### config.mk
export PLATFORM = sky130hd
export DESIGN_NAME = fbsw_status
export DESIGN_NICKNAME = d
export VERILOG_FILES = /design/src/rtl/fbsw_pkg.sv /design/src/rtl/fbsw_ms_tick.sv /design/src/rtl/fbsw_status.sv
export SDC_FILE = /design/constraint.sdc
export NUM_CORES = 1
export LEC_CHECK = 0
export BUFFER_PORTS_ARGS = -buffer_cell sky130_fd_sc_hd__clkbuf_2
export CAP_MARGIN = 10
export CORE_ASPECT_RATIO = 0.7
export CORE_MARGIN = 2
export CORE_UTILIZATION = 46
export CTS_BUF_LIST = sky130_fd_sc_hd__clkbuf_4
export DETAILED_ROUTE_END_ITERATION = 6
export PLACE_DENSITY = 0.76
export REMOVE_ABC_BUFFERS = 1
export SYNTH_ARGS = -nofsm -noshare
export SYNTH_HDL_FRONTEND = slang
export SYNTH_SLANG_ARGS = --single-unit
### constraint.sdc
create_clock -name clk_i -period 4.24 [get_ports clk_i]
set_clock_uncertainty 0.15 [all_clocks]
set_input_delay 0 -clock clk_i [delete_from_list [all_inputs] [get_ports clk_i]]
set_output_delay 0 -clock clk_i [all_outputs]
set_load 0.05 [all_outputs]
### src/rtl/fbsw_pkg.sv
// Constants for the fieldbus status word and alive-pulse supervision block
package fbsw_pkg;
    localparam int          FBSW_CLK_MHZ        = 250;
    localparam int          FBSW_WORD_W         = 16;
    // Control word fields
    localparam int          FBSW_CW_ON          = 0;
    localparam int          FBSW_CW_COAST_N     = 1;
    localparam int          FBSW_CW_QSTOP_N     = 2;
    localparam int          FBSW_CW_FAULT_ACK   = 7;
    localparam int          FBSW_CW_FB_EN       = 10;
    localparam int          FBSW_CW_ALIVE       = 11;
    // Status word fields
    localparam int          FBSW_SW_RDY_ON      = 0;
    localparam int          FBSW_SW_RDY_RUN     = 1;
    localparam int          FBSW_SW_RUNNING     = 2;
    localparam int          FBSW_SW_FAULT       = 3;
    localparam int          FBSW_SW_COAST_N     = 4;
    localparam int          FBSW_SW_QSTOP_N     = 5;
    localparam int          FBSW_SW_INHIBIT     = 6;
    localparam int          FBSW_SW_WARN        = 7;
    localparam int          FBSW_SW_AT_REF      = 8;
    localparam int          FBSW_SW_FB_CTRL     = 9;
    localparam int          FBSW_SW_ABOVE       = 10;
    localparam int          FBSW_SW_ECHO        = 15;
    // Alternative command word fields
    localparam int          FBSW_AW_START       = 0;
    localparam int          FBSW_AW_CCW         = 1;
    localparam int          FBSW_AW_RESET       = 2;
    // Alive timeout is set in milliseconds; one tick per ms
    localparam int          FBSW_MS_NS          = 1000000;
    localparam int          FBSW_CLK_NS         = 4;
    localparam int          FBSW_MS_CYCLES      = FBSW_MS_NS / FBSW_CLK_NS;
    localparam int          FBSW_MS_CNT_W       = 18;
    localparam int          FBSW_TMO_W          = 16;
    localparam logic [15:0] FBSW_WORD_RST       = 16'h0000;

    typedef enum logic [1:0] {
        FBSW_ST_IDLE  = 2'b00,
        FBSW_ST_WATCH = 2'b01,
        FBSW_ST_LOST  = 2'b11
    } fbsw_state_t;
endpackage : fbsw_pkg

### src/rtl/fbsw_ms_tick.sv
// Millisecond enable pulse divider
`timescale 1ns/1ps
module fbsw_ms_tick
    import fbsw_pkg::*;
#(
    parameter int MS_CYCLES = FBSW_MS_CYCLES
) (
    input  wire logic clk_i,
    input  wire logic resetn_i,
    input  wire logic restart_i,
    output logic      tick_o
);
    logic [FBSW_MS_CNT_W-1:0] cnt_r;
    localparam logic [FBSW_MS_CNT_W-1:0] LAST = FBSW_MS_CNT_W'(MS_CYCLES - 1);

    always_ff @(posedge clk_i or negedge resetn_i) begin
        if (!resetn_i) begin
            cnt_r <= '0;
        end else if (restart_i || cnt_r == LAST) begin
            cnt_r <= '0;
        end else begin
            cnt_r <= cnt_r + 1'b1;
        end
    end

    assign tick_o = (cnt_r == LAST) && !restart_i;
endmodule : fbsw_ms_tick

### src/rtl/fbsw_status.sv
// Fieldbus status word assembly, alive-pulse supervision and command decode
//
// Contract
// Fault when control bit 11 stops toggling longer than the timeout.
// Timeout setting zero disables alive-pulse supervision entirely.
// Master toggles control bit 11 as a periodic square wave.
// Status bit 0: powered, initialised, pulses inhibited.
// Status bit 1: drive ready to run.
// Status bit 2: running, flux ready, brake open if feedback used.
// Status bit 3: drive in fault state.
// Status bit 4 low while coast stop commanded.
// Status bit 5 low while quick stop commanded.
// Status bit 6 set after fault, coast or quick stop.
// Bit 6 clears only after stops released, then switch-on asserted.
// Status bit 7 follows warning, no acknowledgement needed.
// Status bit 8: speed at reference within tolerance.
// Status bit 9: fieldbus control active and requested.
// Status bit 10: actual speed above limit setting.
// Status bit 15 echoes control bit 11.
// Alternative word: bit 0 start, bit 1 counter-clockwise.
// Alternative word: bit 2 rising edge resets faults; bits 3-15 ignored.
// Status bits 11 to 14 always zero.
`timescale 1ns/1ps
module fbsw_status
    import fbsw_pkg::*;
#(
    // Clock cycles per millisecond of the alive timeout
    parameter int MS_CYCLES = FBSW_MS_CYCLES
) (
    input  wire logic                   clk_i,
    input  wire logic                   resetn_i,
    // Primary control word from the fieldbus master
    input  wire logic [FBSW_WORD_W-1:0] control_word_i,
    input  wire logic                   control_valid_i,
    // Alternative command word
    input  wire logic [FBSW_WORD_W-1:0] simple_command_word_i,
    input  wire logic                   simple_command_valid_i,
    // Settings
    input  wire logic [FBSW_TMO_W-1:0]  alive_pulse_timeout_setting_i,
    input  wire logic [FBSW_WORD_W-1:0] speed_threshold_setting_a_i,
    // Drive condition inputs (asynchronous to this block)
    input  wire logic                   power_ok_i,
    input  wire logic                   init_done_i,
    input  wire logic                   pulses_inhibited_i,
    input  wire logic                   ready_run_i,
    input  wire logic                   modulating_i,
    input  wire logic                   flux_ready_i,
    input  wire logic                   brake_fb_used_i,
    input  wire logic                   brake_open_i,
    input  wire logic                   drive_fault_i,
    input  wire logic                   warning_i,
    input  wire logic                   remote_allowed_i,
    input  wire logic [FBSW_WORD_W-1:0] speed_actual_i,
    input  wire logic [FBSW_WORD_W-1:0] speed_ref_i,
    input  wire logic [FBSW_WORD_W-1:0] speed_tol_i,
    // Results
    output logic [FBSW_WORD_W-1:0]      drive_state_report_word_o,
    output logic                        link_lost_fault_o,
    output logic                        fault_active_o,
    output logic                        fault_reset_o,
    output logic                        start_cmd_o,
    output logic                        ccw_cmd_o
);
    // Two-stage synchronisers for the pin-side condition inputs
    localparam int NSYNC = 11;
    logic [NSYNC-1:0] cond_raw;
    logic [NSYNC-1:0] sync1_r;
    logic [NSYNC-1:0] sync2_r;

    assign cond_raw = {power_ok_i, init_done_i, pulses_inhibited_i, ready_run_i,
                       modulating_i, flux_ready_i, brake_fb_used_i, brake_open_i,
                       drive_fault_i, warning_i, remote_allowed_i};

    genvar gi;
    generate
        for (gi = 0; gi < NSYNC; gi++) begin : g_sync
            always_ff @(posedge clk_i or negedge resetn_i) begin
                if (!resetn_i) begin
                    sync1_r[gi] <= 1'b0;
                    sync2_r[gi] <= 1'b0;
                end else begin
                    sync1_r[gi] <= cond_raw[gi];
                    sync2_r[gi] <= sync1_r[gi];
                end
            end
        end
    endgenerate

    logic s_power, s_init, s_pinh, s_rdy, s_mod, s_flux;
    logic s_bfb, s_bopen, s_fault, s_warn, s_remote;
    assign {s_power, s_init, s_pinh, s_rdy, s_mod, s_flux,
            s_bfb, s_bopen, s_fault, s_warn, s_remote} = sync2_r;

    // Latched control word
    logic [FBSW_WORD_W-1:0] cw_r;
    always_ff @(posedge clk_i or negedge resetn_i) begin
        if (!resetn_i) begin
            cw_r <= FBSW_WORD_RST;
        end else if (control_valid_i) begin
            cw_r <= control_word_i;
        end
    end

    logic cw_on, cw_coast_n, cw_qstop_n, cw_alive, cw_fb_en;
    assign cw_on      = cw_r[FBSW_CW_ON];
    assign cw_coast_n = cw_r[FBSW_CW_COAST_N];
    assign cw_qstop_n = cw_r[FBSW_CW_QSTOP_N];
    assign cw_alive   = cw_r[FBSW_CW_ALIVE];
    assign cw_fb_en   = cw_r[FBSW_CW_FB_EN];

    // Alternative command word decode
    logic aw_reset_prev_r;
    logic aw_reset_edge;
    always_ff @(posedge clk_i or negedge resetn_i) begin
        if (!resetn_i) begin
            start_cmd_o     <= 1'b0;
            ccw_cmd_o       <= 1'b0;
            aw_reset_prev_r <= 1'b0;
        end else if (simple_command_valid_i) begin
            start_cmd_o     <= simple_command_word_i[FBSW_AW_START];
            ccw_cmd_o       <= simple_command_word_i[FBSW_AW_CCW];
            aw_reset_prev_r <= simple_command_word_i[FBSW_AW_RESET];
        end
    end
    // Only bit 2's rising edge acts; upper bits are never looked at
    assign aw_reset_edge = simple_command_valid_i &&
                           simple_command_word_i[FBSW_AW_RESET] && !aw_reset_prev_r;

    // Fault acknowledge from primary word bit 7 rising edge as well
    logic ack_prev_r;
    logic ack_edge;
    always_ff @(posedge clk_i or negedge resetn_i) begin
        if (!resetn_i) begin
            ack_prev_r <= 1'b0;
        end else begin
            ack_prev_r <= cw_r[FBSW_CW_FAULT_ACK];
        end
    end
    assign ack_edge = cw_r[FBSW_CW_FAULT_ACK] && !ack_prev_r;

    always_ff @(posedge clk_i or negedge resetn_i) begin
        if (!resetn_i) begin
            fault_reset_o <= 1'b0;
        end else begin
            fault_reset_o <= aw_reset_edge || ack_edge;
        end
    end

    // Alive-pulse supervision
    fbsw_state_t        state_r;
    logic [FBSW_TMO_W-1:0] quiet_ms_r;
    logic               alive_prev_r;
    logic               alive_toggle;
    logic               ms_tick;
    logic               sup_en;

    assign alive_toggle = cw_alive != alive_prev_r;
    assign sup_en       = alive_pulse_timeout_setting_i != '0;

    fbsw_ms_tick #(
        .MS_CYCLES (MS_CYCLES)
    ) u_tick (
        .clk_i     (clk_i),
        .resetn_i  (resetn_i),
        .restart_i (alive_toggle),
        .tick_o    (ms_tick)
    );

    always_ff @(posedge clk_i or negedge resetn_i) begin
        if (!resetn_i) begin
            alive_prev_r <= 1'b0;
        end else begin
            alive_prev_r <= cw_alive;
        end
    end

    always_ff @(posedge clk_i or negedge resetn_i) begin
        if (!resetn_i) begin
            state_r    <= FBSW_ST_IDLE;
            quiet_ms_r <= '0;
        end else begin
            case (state_r)
                FBSW_ST_IDLE: begin
                    quiet_ms_r <= '0;
                    if (sup_en && alive_toggle) begin
                        state_r <= FBSW_ST_WATCH;
                    end
                end
                FBSW_ST_WATCH: begin
                    if (!sup_en) begin
                        state_r <= FBSW_ST_IDLE;
                    end else if (alive_toggle) begin
                        quiet_ms_r <= '0;
                    end else if (ms_tick) begin
                        if (quiet_ms_r + 1'b1 >= alive_pulse_timeout_setting_i) begin
                            state_r <= FBSW_ST_LOST;
                        end
                        quiet_ms_r <= quiet_ms_r + 1'b1;
                    end
                end
                FBSW_ST_LOST: begin
                    quiet_ms_r <= '0;
                    if (!sup_en) begin
                        state_r <= FBSW_ST_IDLE;
                    end else if (fault_reset_o && alive_toggle) begin
                        state_r <= FBSW_ST_WATCH;
                    end
                end
                default: begin
                    state_r <= FBSW_ST_IDLE;
                end
            endcase
        end
    end

    assign link_lost_fault_o = (state_r == FBSW_ST_LOST);
    assign fault_active_o    = s_fault || link_lost_fault_o;

    // Switch-on inhibit latch
    logic inhibit_r;
    logic stops_clear_r;
    logic on_prev_r;
    logic inhibit_set;
    assign inhibit_set = fault_active_o || !cw_coast_n || !cw_qstop_n;

    always_ff @(posedge clk_i or negedge resetn_i) begin
        if (!resetn_i) begin
            inhibit_r     <= 1'b1;
            stops_clear_r <= 1'b0;
            on_prev_r     <= 1'b0;
        end else begin
            on_prev_r <= cw_on;
            if (inhibit_set) begin
                inhibit_r     <= 1'b1;
                stops_clear_r <= 1'b0;
            end else if (!stops_clear_r) begin
                // Stops released; ON must be low first so its rise comes after
                stops_clear_r <= !cw_on;
            end else if (cw_on && !on_prev_r) begin
                inhibit_r <= 1'b0;
            end
        end
    end

    // Speed comparisons
    logic [FBSW_WORD_W-1:0] speed_err;
    assign speed_err = (speed_actual_i >= speed_ref_i) ? speed_actual_i - speed_ref_i
                                                       : speed_ref_i - speed_actual_i;

    // Registered status word
    logic [FBSW_WORD_W-1:0] status_nxt;
    always_comb begin
        status_nxt = FBSW_WORD_RST;
        status_nxt[FBSW_SW_RDY_ON]  = s_power && s_init && s_pinh;
        status_nxt[FBSW_SW_RDY_RUN] = s_rdy;
        status_nxt[FBSW_SW_RUNNING] = s_mod && s_flux && (!s_bfb || s_bopen);
        status_nxt[FBSW_SW_FAULT]   = fault_active_o;
        status_nxt[FBSW_SW_COAST_N] = cw_coast_n;
        status_nxt[FBSW_SW_QSTOP_N] = cw_qstop_n;
        status_nxt[FBSW_SW_INHIBIT] = inhibit_r;
        status_nxt[FBSW_SW_WARN]    = s_warn;
        status_nxt[FBSW_SW_AT_REF]  = speed_err <= speed_tol_i;
        status_nxt[FBSW_SW_FB_CTRL] = s_remote && cw_fb_en;
        status_nxt[FBSW_SW_ABOVE]   = speed_actual_i > speed_threshold_setting_a_i;
        status_nxt[FBSW_SW_ECHO]    = cw_alive;
    end

    always_ff @(posedge clk_i or negedge resetn_i) begin
        if (!resetn_i) begin
            drive_state_report_word_o <= FBSW_WORD_RST;
        end else begin
            drive_state_report_word_o <= status_nxt;
        end
    end

    // Assertions
    echo_follow_a: assert property (@(posedge clk_i) disable iff (!resetn_i)
        ##1 drive_state_report_word_o[FBSW_SW_ECHO] == $past(cw_alive))
        else $error("Echo bit does not follow control bit 11");

    unused_zero_a: assert property (@(posedge clk_i) disable iff (!resetn_i)
        drive_state_report_word_o[14:11] == 4'h0)
        else $error("Status bits 11 to 14 not zero");

    sup_off_a: assert property (@(posedge clk_i) disable iff (!resetn_i)
        !sup_en |=> !link_lost_fault_o)
        else $error("Alive fault raised with supervision disabled");

    lost_cause_a: assert property (@(posedge clk_i) disable iff (!resetn_i)
        $rose(link_lost_fault_o) |-> $past(ms_tick) && !$past(alive_toggle))
        else $error("Alive fault raised without a silent millisecond");

    fault_bit_a: assert property (@(posedge clk_i) disable iff (!resetn_i)
        link_lost_fault_o |=> drive_state_report_word_o[FBSW_SW_FAULT])
        else $error("Fault bit low during alive fault");

    coast_bit_a: assert property (@(posedge clk_i) disable iff (!resetn_i)
        !cw_coast_n |=> !drive_state_report_word_o[FBSW_SW_COAST_N])
        else $error("Coast stop bit not low");

    inhibit_set_a: assert property (@(posedge clk_i) disable iff (!resetn_i)
        inhibit_set |=> ##1 drive_state_report_word_o[FBSW_SW_INHIBIT])
        else $error("Inhibit not set after stop or fault");

    inhibit_clear_a: assert property (@(posedge clk_i) disable iff (!resetn_i)
        $fell(inhibit_r) |-> $past(cw_on) && $past(stops_clear_r))
        else $error("Inhibit cleared without ordered switch-on");

    reset_edge_a: assert property (@(posedge clk_i) disable iff (!resetn_i)
        aw_reset_edge |=> fault_reset_o)
        else $error("Fault reset pulse missing");

    quick_bit_a: assert property (@(posedge clk_i) disable iff (!resetn_i)
        !cw_qstop_n |=> !drive_state_report_word_o[FBSW_SW_QSTOP_N])
        else $error("Quick stop bit not low");

    warn_follow_a: assert property (@(posedge clk_i) disable iff (!resetn_i)
        ##1 drive_state_report_word_o[FBSW_SW_WARN] == $past(s_warn))
        else $error("Warning bit does not follow warning");

    above_limit_a: assert property (@(posedge clk_i) disable iff (!resetn_i)
        speed_actual_i > speed_threshold_setting_a_i |=> drive_state_report_word_o[FBSW_SW_ABOVE])
        else $error("Above limit bit low");

    at_ref_a: assert property (@(posedge clk_i) disable iff (!resetn_i)
        speed_actual_i == speed_ref_i |=> drive_state_report_word_o[FBSW_SW_AT_REF])
        else $error("At reference bit low at equal speed");

    fb_ctrl_a: assert property (@(posedge clk_i) disable iff (!resetn_i)
        !cw_fb_en |=> !drive_state_report_word_o[FBSW_SW_FB_CTRL])
        else $error("Fieldbus control bit high while disabled");

    start_follow_a: assert property (@(posedge clk_i) disable iff (!resetn_i)
        simple_command_valid_i && simple_command_word_i[FBSW_AW_START] |=> start_cmd_o)
        else $error("Start command not taken");

    ccw_follow_a: assert property (@(posedge clk_i) disable iff (!resetn_i)
        simple_command_valid_i && !simple_command_word_i[FBSW_AW_CCW] |=> !ccw_cmd_o)
        else $error("Clockwise command not taken");

    lost_hold_a: assert property (@(posedge clk_i) disable iff (!resetn_i)
        link_lost_fault_o && sup_en && !fault_reset_o |=> link_lost_fault_o)
        else $error("Alive fault left without reset");

    running_bit_a: assert property (@(posedge clk_i) disable iff (!resetn_i)
        !s_mod |=> !drive_state_report_word_o[FBSW_SW_RUNNING])
        else $error("Running bit high without modulation");
endmodule : fbsw_status

* Word-level counts from Yosys, hierarchy flattened
Index checks and enable logic that the tools add are counted.
** Word-level totals
- Register bits :: 91
- Input port bits :: 127
- Word-level logic and storage cells :: 109
- Output and inout bits :: 21
** Cells by class
- Equal/unequal tests :: 11
- Magnitude comparators :: 4
- Mux-type cells :: 19
- $add $sub $neg :: 4
- Reductions and logical operators :: 35
** Operator list (count)
- 2-to-1 mux 16 bit :: 4
- >= comparator 16 bit :: 2
- one-hot mux 16 bit (2 select lines) :: 1
- subtractor 16 bit :: 2
- adder 18 x 1 -> 18 bit (second input constant) :: 1
- == test 18 bit (second input constant) :: 1
- 2-to-1 mux 18 bit :: 1
- adder 16 x 1 -> 16 bit (second input constant) :: 1
- > comparator 16 bit :: 1
- less-or-equal comparator 16 bit :: 1
- nonzero test 16 bit :: 1
- 2-to-1 mux 2 bit :: 7
- logical AND 1 bit :: 12
- != test 3 bit (second input constant) :: 4
- zero test 1 bit :: 8
- logical OR 1 bit :: 6
- one-hot mux 2 bit (3 select lines) :: 1
- nonzero test 2 bit :: 3
- 2-to-1 mux 1 bit :: 5
- AND reduction 5 bit :: 1
- != test 2 bit (second input constant) :: 2
- != test 3 x 2 -> 1 bit (second input constant) :: 1
- AND reduction 3 bit :: 1
- == test 2 x 1 -> 1 bit (second input constant) :: 1
- 5 further kinds :: 5

* Depth between registers and ports, before layout
- Depth after elaboration :: 7
- Depth in mapped cells :: 19
- Gate-level depth less buffers :: 18

* Modules after synthesis
A second synthesis with hierarchy kept.
** Second synthesis, totals
- Cells, all modules :: 721
- Area, all modules :: 6461.2 um^2
** Modules (own cells, without submodules)
- fbsw_status :: area an instance 5516.5 um^2, cells each 629, seq. area each 1652.8 um^2, instances 1
- fbsw_ms_tick :: area an instance 944.7 um^2, cells each 92, seq. area each 450.4 um^2, instances 1

* Worst setup path after synthesis
OpenSTA, ideal clock, no wires.
- Path kind :: input-to-reg
- Start point :: input speed_actual_i[11]
- End point :: register drive_state_report_word_o[8]
- Path buffers :: 2
- Arrival :: 2876 ps
- Path slack :: 1127 ps
- Stages :: 17
- Required time :: 4003 ps
- Cell sequence :: inv_1 -> ha_1 -> buf_2 -> nand4_1 -> nor3_1 -> o21ai_1 -> a31oi_2 -> buf_2 -> mux2_2 -> ha_1 -> nor2b_1 -> o21ai_0 -> nand2b_1 -> a21oi_1 -> o21ai_0 -> a311o_1 -> o211ai_1
** On the way
- Word-level cells in the longest chain between the ends :: 3
** RTL lines
- start: declaration :: line fbsw_status.sv:53 : input wire logic [FBSW_WORD_W-1:0] speed_actual_i,
- subtractor 16 bit, or another cell as far along :: line fbsw_status.sv:248 : : speed_ref_i - speed_actual_i;
- 2-to-1 mux 16 bit (*) :: line fbsw_status.sv:247 : assign speed_err = (speed_actual_i >= speed_ref_i) ? speed_actual_i - speed_ref_i
- less-or-equal comparator 16 bit (*) :: line fbsw_status.sv:262 : status_nxt[FBSW_SW_AT_REF] = speed_err <= speed_tol_i;
- via status_nxt[8] :: line fbsw_status.sv:251 : logic [FBSW_WORD_W-1:0] status_nxt;
- end signal: assignment :: line fbsw_status.sv:272 : drive_state_report_word_o <= status_nxt;
- end: declaration :: line fbsw_status.sv:57 : output logic [FBSW_WORD_W-1:0] drive_state_report_word_o,
Mark *: on every way through the listed nets, which the timed path passes. The rest lies on a longest branch.
A chain may end at the register's enable or synchronous reset.

* Final worst setup path
Same ends and word-level chain as after synthesis.

==> metrics.md <==
| Metric | Value |
|---|---|
| FF-to-FF End | state_r[1] |
| Die height | 100.9 um |
| Layout cells sized above 1 | 18.50% |
| Min-delay src | init_done_i |
| RePlAce Congestion | 0.9281 |
| Slew of the pin with the lowest slew margin | 591.8 ps |
| Grt ovf | 0 |
| DP HPWL | 10.74 mm |
| # H-tree levels | 3 |
| Final worst setup slack | 545.4 ps |
| Row count | 35 |
| First-pass GRT wire length | 23.59 mm |
| Largest area contributor in the netlist | dfrtp_1 |
| Antenna Nets Post-Route | 0 |
| Avg WL per Cell | 13.73 um |
| Worst r2r src | quiet_ms_r[0] |
| Combinational family with the most area after synthesis | adder cells |
| DR vias/cell | 5.231 |
| Port buffer count | 120 |
| Fraction of synthesized area in multiplexers | 2.938% |
| CTS root buf | clkbuf_4 |
| RSZ-0062 raised after global routing | false |
| Worst path required time | 4470 ps |
| WHS Endpoint | sync1_r[9] |
| R2R cell count | 12 |
| Compound-Gate Fraction of Synth Area | 16.37% |
| Simple-gate share of the synthesized area | 14.16% |
| Worst setup SP type | primary input |
| Multi-input combinational cell area | 3580 sq um |
| Synthesized flop and latch total | 84 |
| Initial antenna violation count | 1 |
| Hold-critical path depth | 2 |
| NumNets Final | 1063 |
| Setup TNS | 0 ps |
| Worst slack, placed | 643.4 ps |
| Cell Area, Synth | 6176 sq um |
| Vias in the first global route | 5036 |
| Critical path peak fanout | 13 |
| Fmax | 270.7 MHz |
| EDFF count, synth | 0 |
| Clock buffer count from CTS | 9 |
| I/O pin count | 148 |
| Top cells by area, synth | dfrtp_1, ha_1, inv_1 |
| CP Capture Type | flip-flop |
| CP arrival | 3930 ps |
| FF-to-FF setup slack | 800 ps |
| Final hold viol count | 0 |
| Origin of the worst setup path | speed_actual_i[11] |
| Largest net degree at the start of global routing | 45 |
| Die area | 14380 sq um |
| FF/Latch Area | 2103 sq um |
| Initial DRC Count | 288 |
| Clk Latency, worst-skew pair | 450 ps |
| Post-Synth Adder-Cell Area | 17.87% |
| Netlist cell types | 62 |
| Leak | 3.892 nW |
| First-pass DRT Iterations | 5 |
| Min Tclk post-route | 3695 ps |
| Starting Density | 47.01% |
| Tot GR Track Use | 20.46% |
| Ys async rst share | 100.0% |
| TritonCTS clock tree | built |
| Reg clk slew, reported paths | 130 ps |
| Core ar. | 13140 sq um |
| Vias after detailed routing | 5341 |
| YS warnings | 0 |
| Max-Cap Viols | 0 |
| Peak VDD IR | 0.1669 mV |
| Filler Cell Count | 1165 |
| PwrDens | 315.6 nW/um^2 |
| Final Cycle Share | 87.14% |
| Final Max Tran Viols | 0 |
| Status | finished clean |
| Syn avg cell area | 8.912 sq um |
| Synth top area share | 33.63% |
| Clock sink count | 84 |
| Seq/Total Area, Yosys | 34.06% |
| Routed WL | 14.02 mm |
| DRC Markers | 0 |
| DIE WIDTH | 142.5 um |
| Post-synthesis xor/xnor area fraction | 6.382% |
| Longest Clk Path Bufs | 2 |
| WS Path Type | in2reg |
| Slew HR | 60.55% |
| Final setup fails | 0 |
| Tightest Hold Check Type | in2reg |
| Ys flop type | dfrtp_1 |
| Gate Count Post-Synth | 693 |
| Area grow syn2layout | 20.48% |
-- logic make-up after synthesis --
logic type,Yosys count
AO/OA/AOI/OAI,160
XOR/XNOR,45
adder cells (fa/ha/maj),87
buffers and inverters,120
flip-flops,84
multiplexers,17
other,1
AND/OR/NAND/NOR,179
-- stage by stage --
step | area [sq um] | instances | power [mW] | utilization (%) | hold WS, ps
2_1_floorplan | 6051 | 674 | 1.570 | - | -445.6
3_3_place_gp | 6899 | 965 | 1.825 | 52.51 | -127.4
3_5_place_dp | 6899 | 965 | 1.851 | 52.51 | -138.3
4_1_cts | 7438 | 1020 | 2.363 | 56.62 | 6.369
5_1_grt | 7441 | 1021 | 2.537 | 56.64 | 14.99
6_report | 7441 | 1021 | 2.349 | 56.64 | 39.29
-- registers in the layout, indices dropped and copies added (netlist names), 2 cells and up --
name	count
u_tick.cnt_r	18
cw_r	6
state_r	2
quiet_ms_r	16
drive_state_report_word_o	12
sync1_r	11
-- cell usage in the layout (no fill, tap or decap), drive strengths merged, types with 8 or more instances in the layout --
master | synthesis | final
a21o | 10 | 10
a21oi | 50 | 50
and3 | 11 | 11
clkbuf | 5 | 129
dfrtp | 83 | 83
dlygate4sd3 | 0 | 38
ha | 85 | 85
inv | 98 | 99
mux2 | 9 | 9
mux2i | 8 | 8
nand2 | 40 | 40
nand2b | 9 | 9
nand3 | 23 | 23
nand4 | 13 | 13
nor2 | 49 | 49
nor2b | 8 | 8
nor3 | 8 | 8
o21ai | 52 | 52
xnor2 | 23 | 23
xor2 | 22 | 22
-- final cells by class --
cell class | count | area share (%)
multi-input cells | 492 | 48.11
flip-flops and latches | 84 | 28.27
repair buffers | 164 | 13.99
inverters | 98 | 4.944
well taps | 166 | 2.791
clock buffers | 10 | 1.009
clock inverters | 6 | 0.8576
diodes | 1 | 0.03363
-- synthesized netlist by cell type, types with 5 or more instances --
cell	count
ha_1	85
a22o_1	7
a21o_1	10
a21oi_1	48
and3_1	11
mux2i_1	8
nor2_1	49
mux2_2	9
nor3_1	8
o31ai_1	5
nand2b_1	9
xor2_1	22
nor4_1	5
nand4_1	13
nand3_1	23
xnor2_1	23
buf_2	9
inv_1	98
nor2b_1	8
o21ai_1	16
o21ai_0	35
buf_4	5
nand2_1	40
dfrtp_1	83
-- routing by layer --
| layer | global-route usage [%] | vias to the layer above | wire length [um] | part of all wire, % |
|---|---|---|---|---|
| li1 | - | 2697 | - | - |
| met1 | 30.51 | 2505 | 7152 | 51 |
| met2 | 30.47 | 126 | 6024 | 43 |
| met5 | 0 | - | 0 | 0 |
| met4 | 3.960 | 0 | 157 | 1.1 |
| met3 | 4.751 | 13 | 686 | 4.9 |
-- critical path, cell delays in order --
cell	delay [ps]
clkbuf_2	120
inv_1	50
ha_1	420
a21oi_1	270
o211ai_1	140
a221oi_2	290
a31oi_2	130
buf_4	210
a211oi_1	210
a21oi_1	80
xor2_1	160
ha_1	300
a21o_1	160
a21o_1	170
a21oi_1	120
o21ai_0	110
a311o_1	290
o211ai_1	110
dlygate4sd3_1	570
-- worst max-delay path by stage --
stage	to	slack, ps	depth (start not counted)
2_1_floorplan	drive_state_report_word_o[8]	780	15
3_3_place_gp	drive_state_report_word_o[8]	720	18
3_5_place_dp	drive_state_report_word_o[8]	640	18
4_1_cts	drive_state_report_word_o[8]	600	19
5_1_grt	drive_state_report_word_o[8]	250	19
6_report	drive_state_report_word_o[8]	550	19
-- report_power, final --
part	internal, mW	switching, mW	total, mW
clock	0.187	0.278	0.465
sequential	0.863	0.0442	0.907
combinational	0.382	0.595	0.977
-- repair_timing --
item,in CTS,in global routing
hold buffers,39,0
setup buffers,0,0
resized for setup,0,0
hold endpoints to repair,106,0
(Power assumes the default switching activity.)
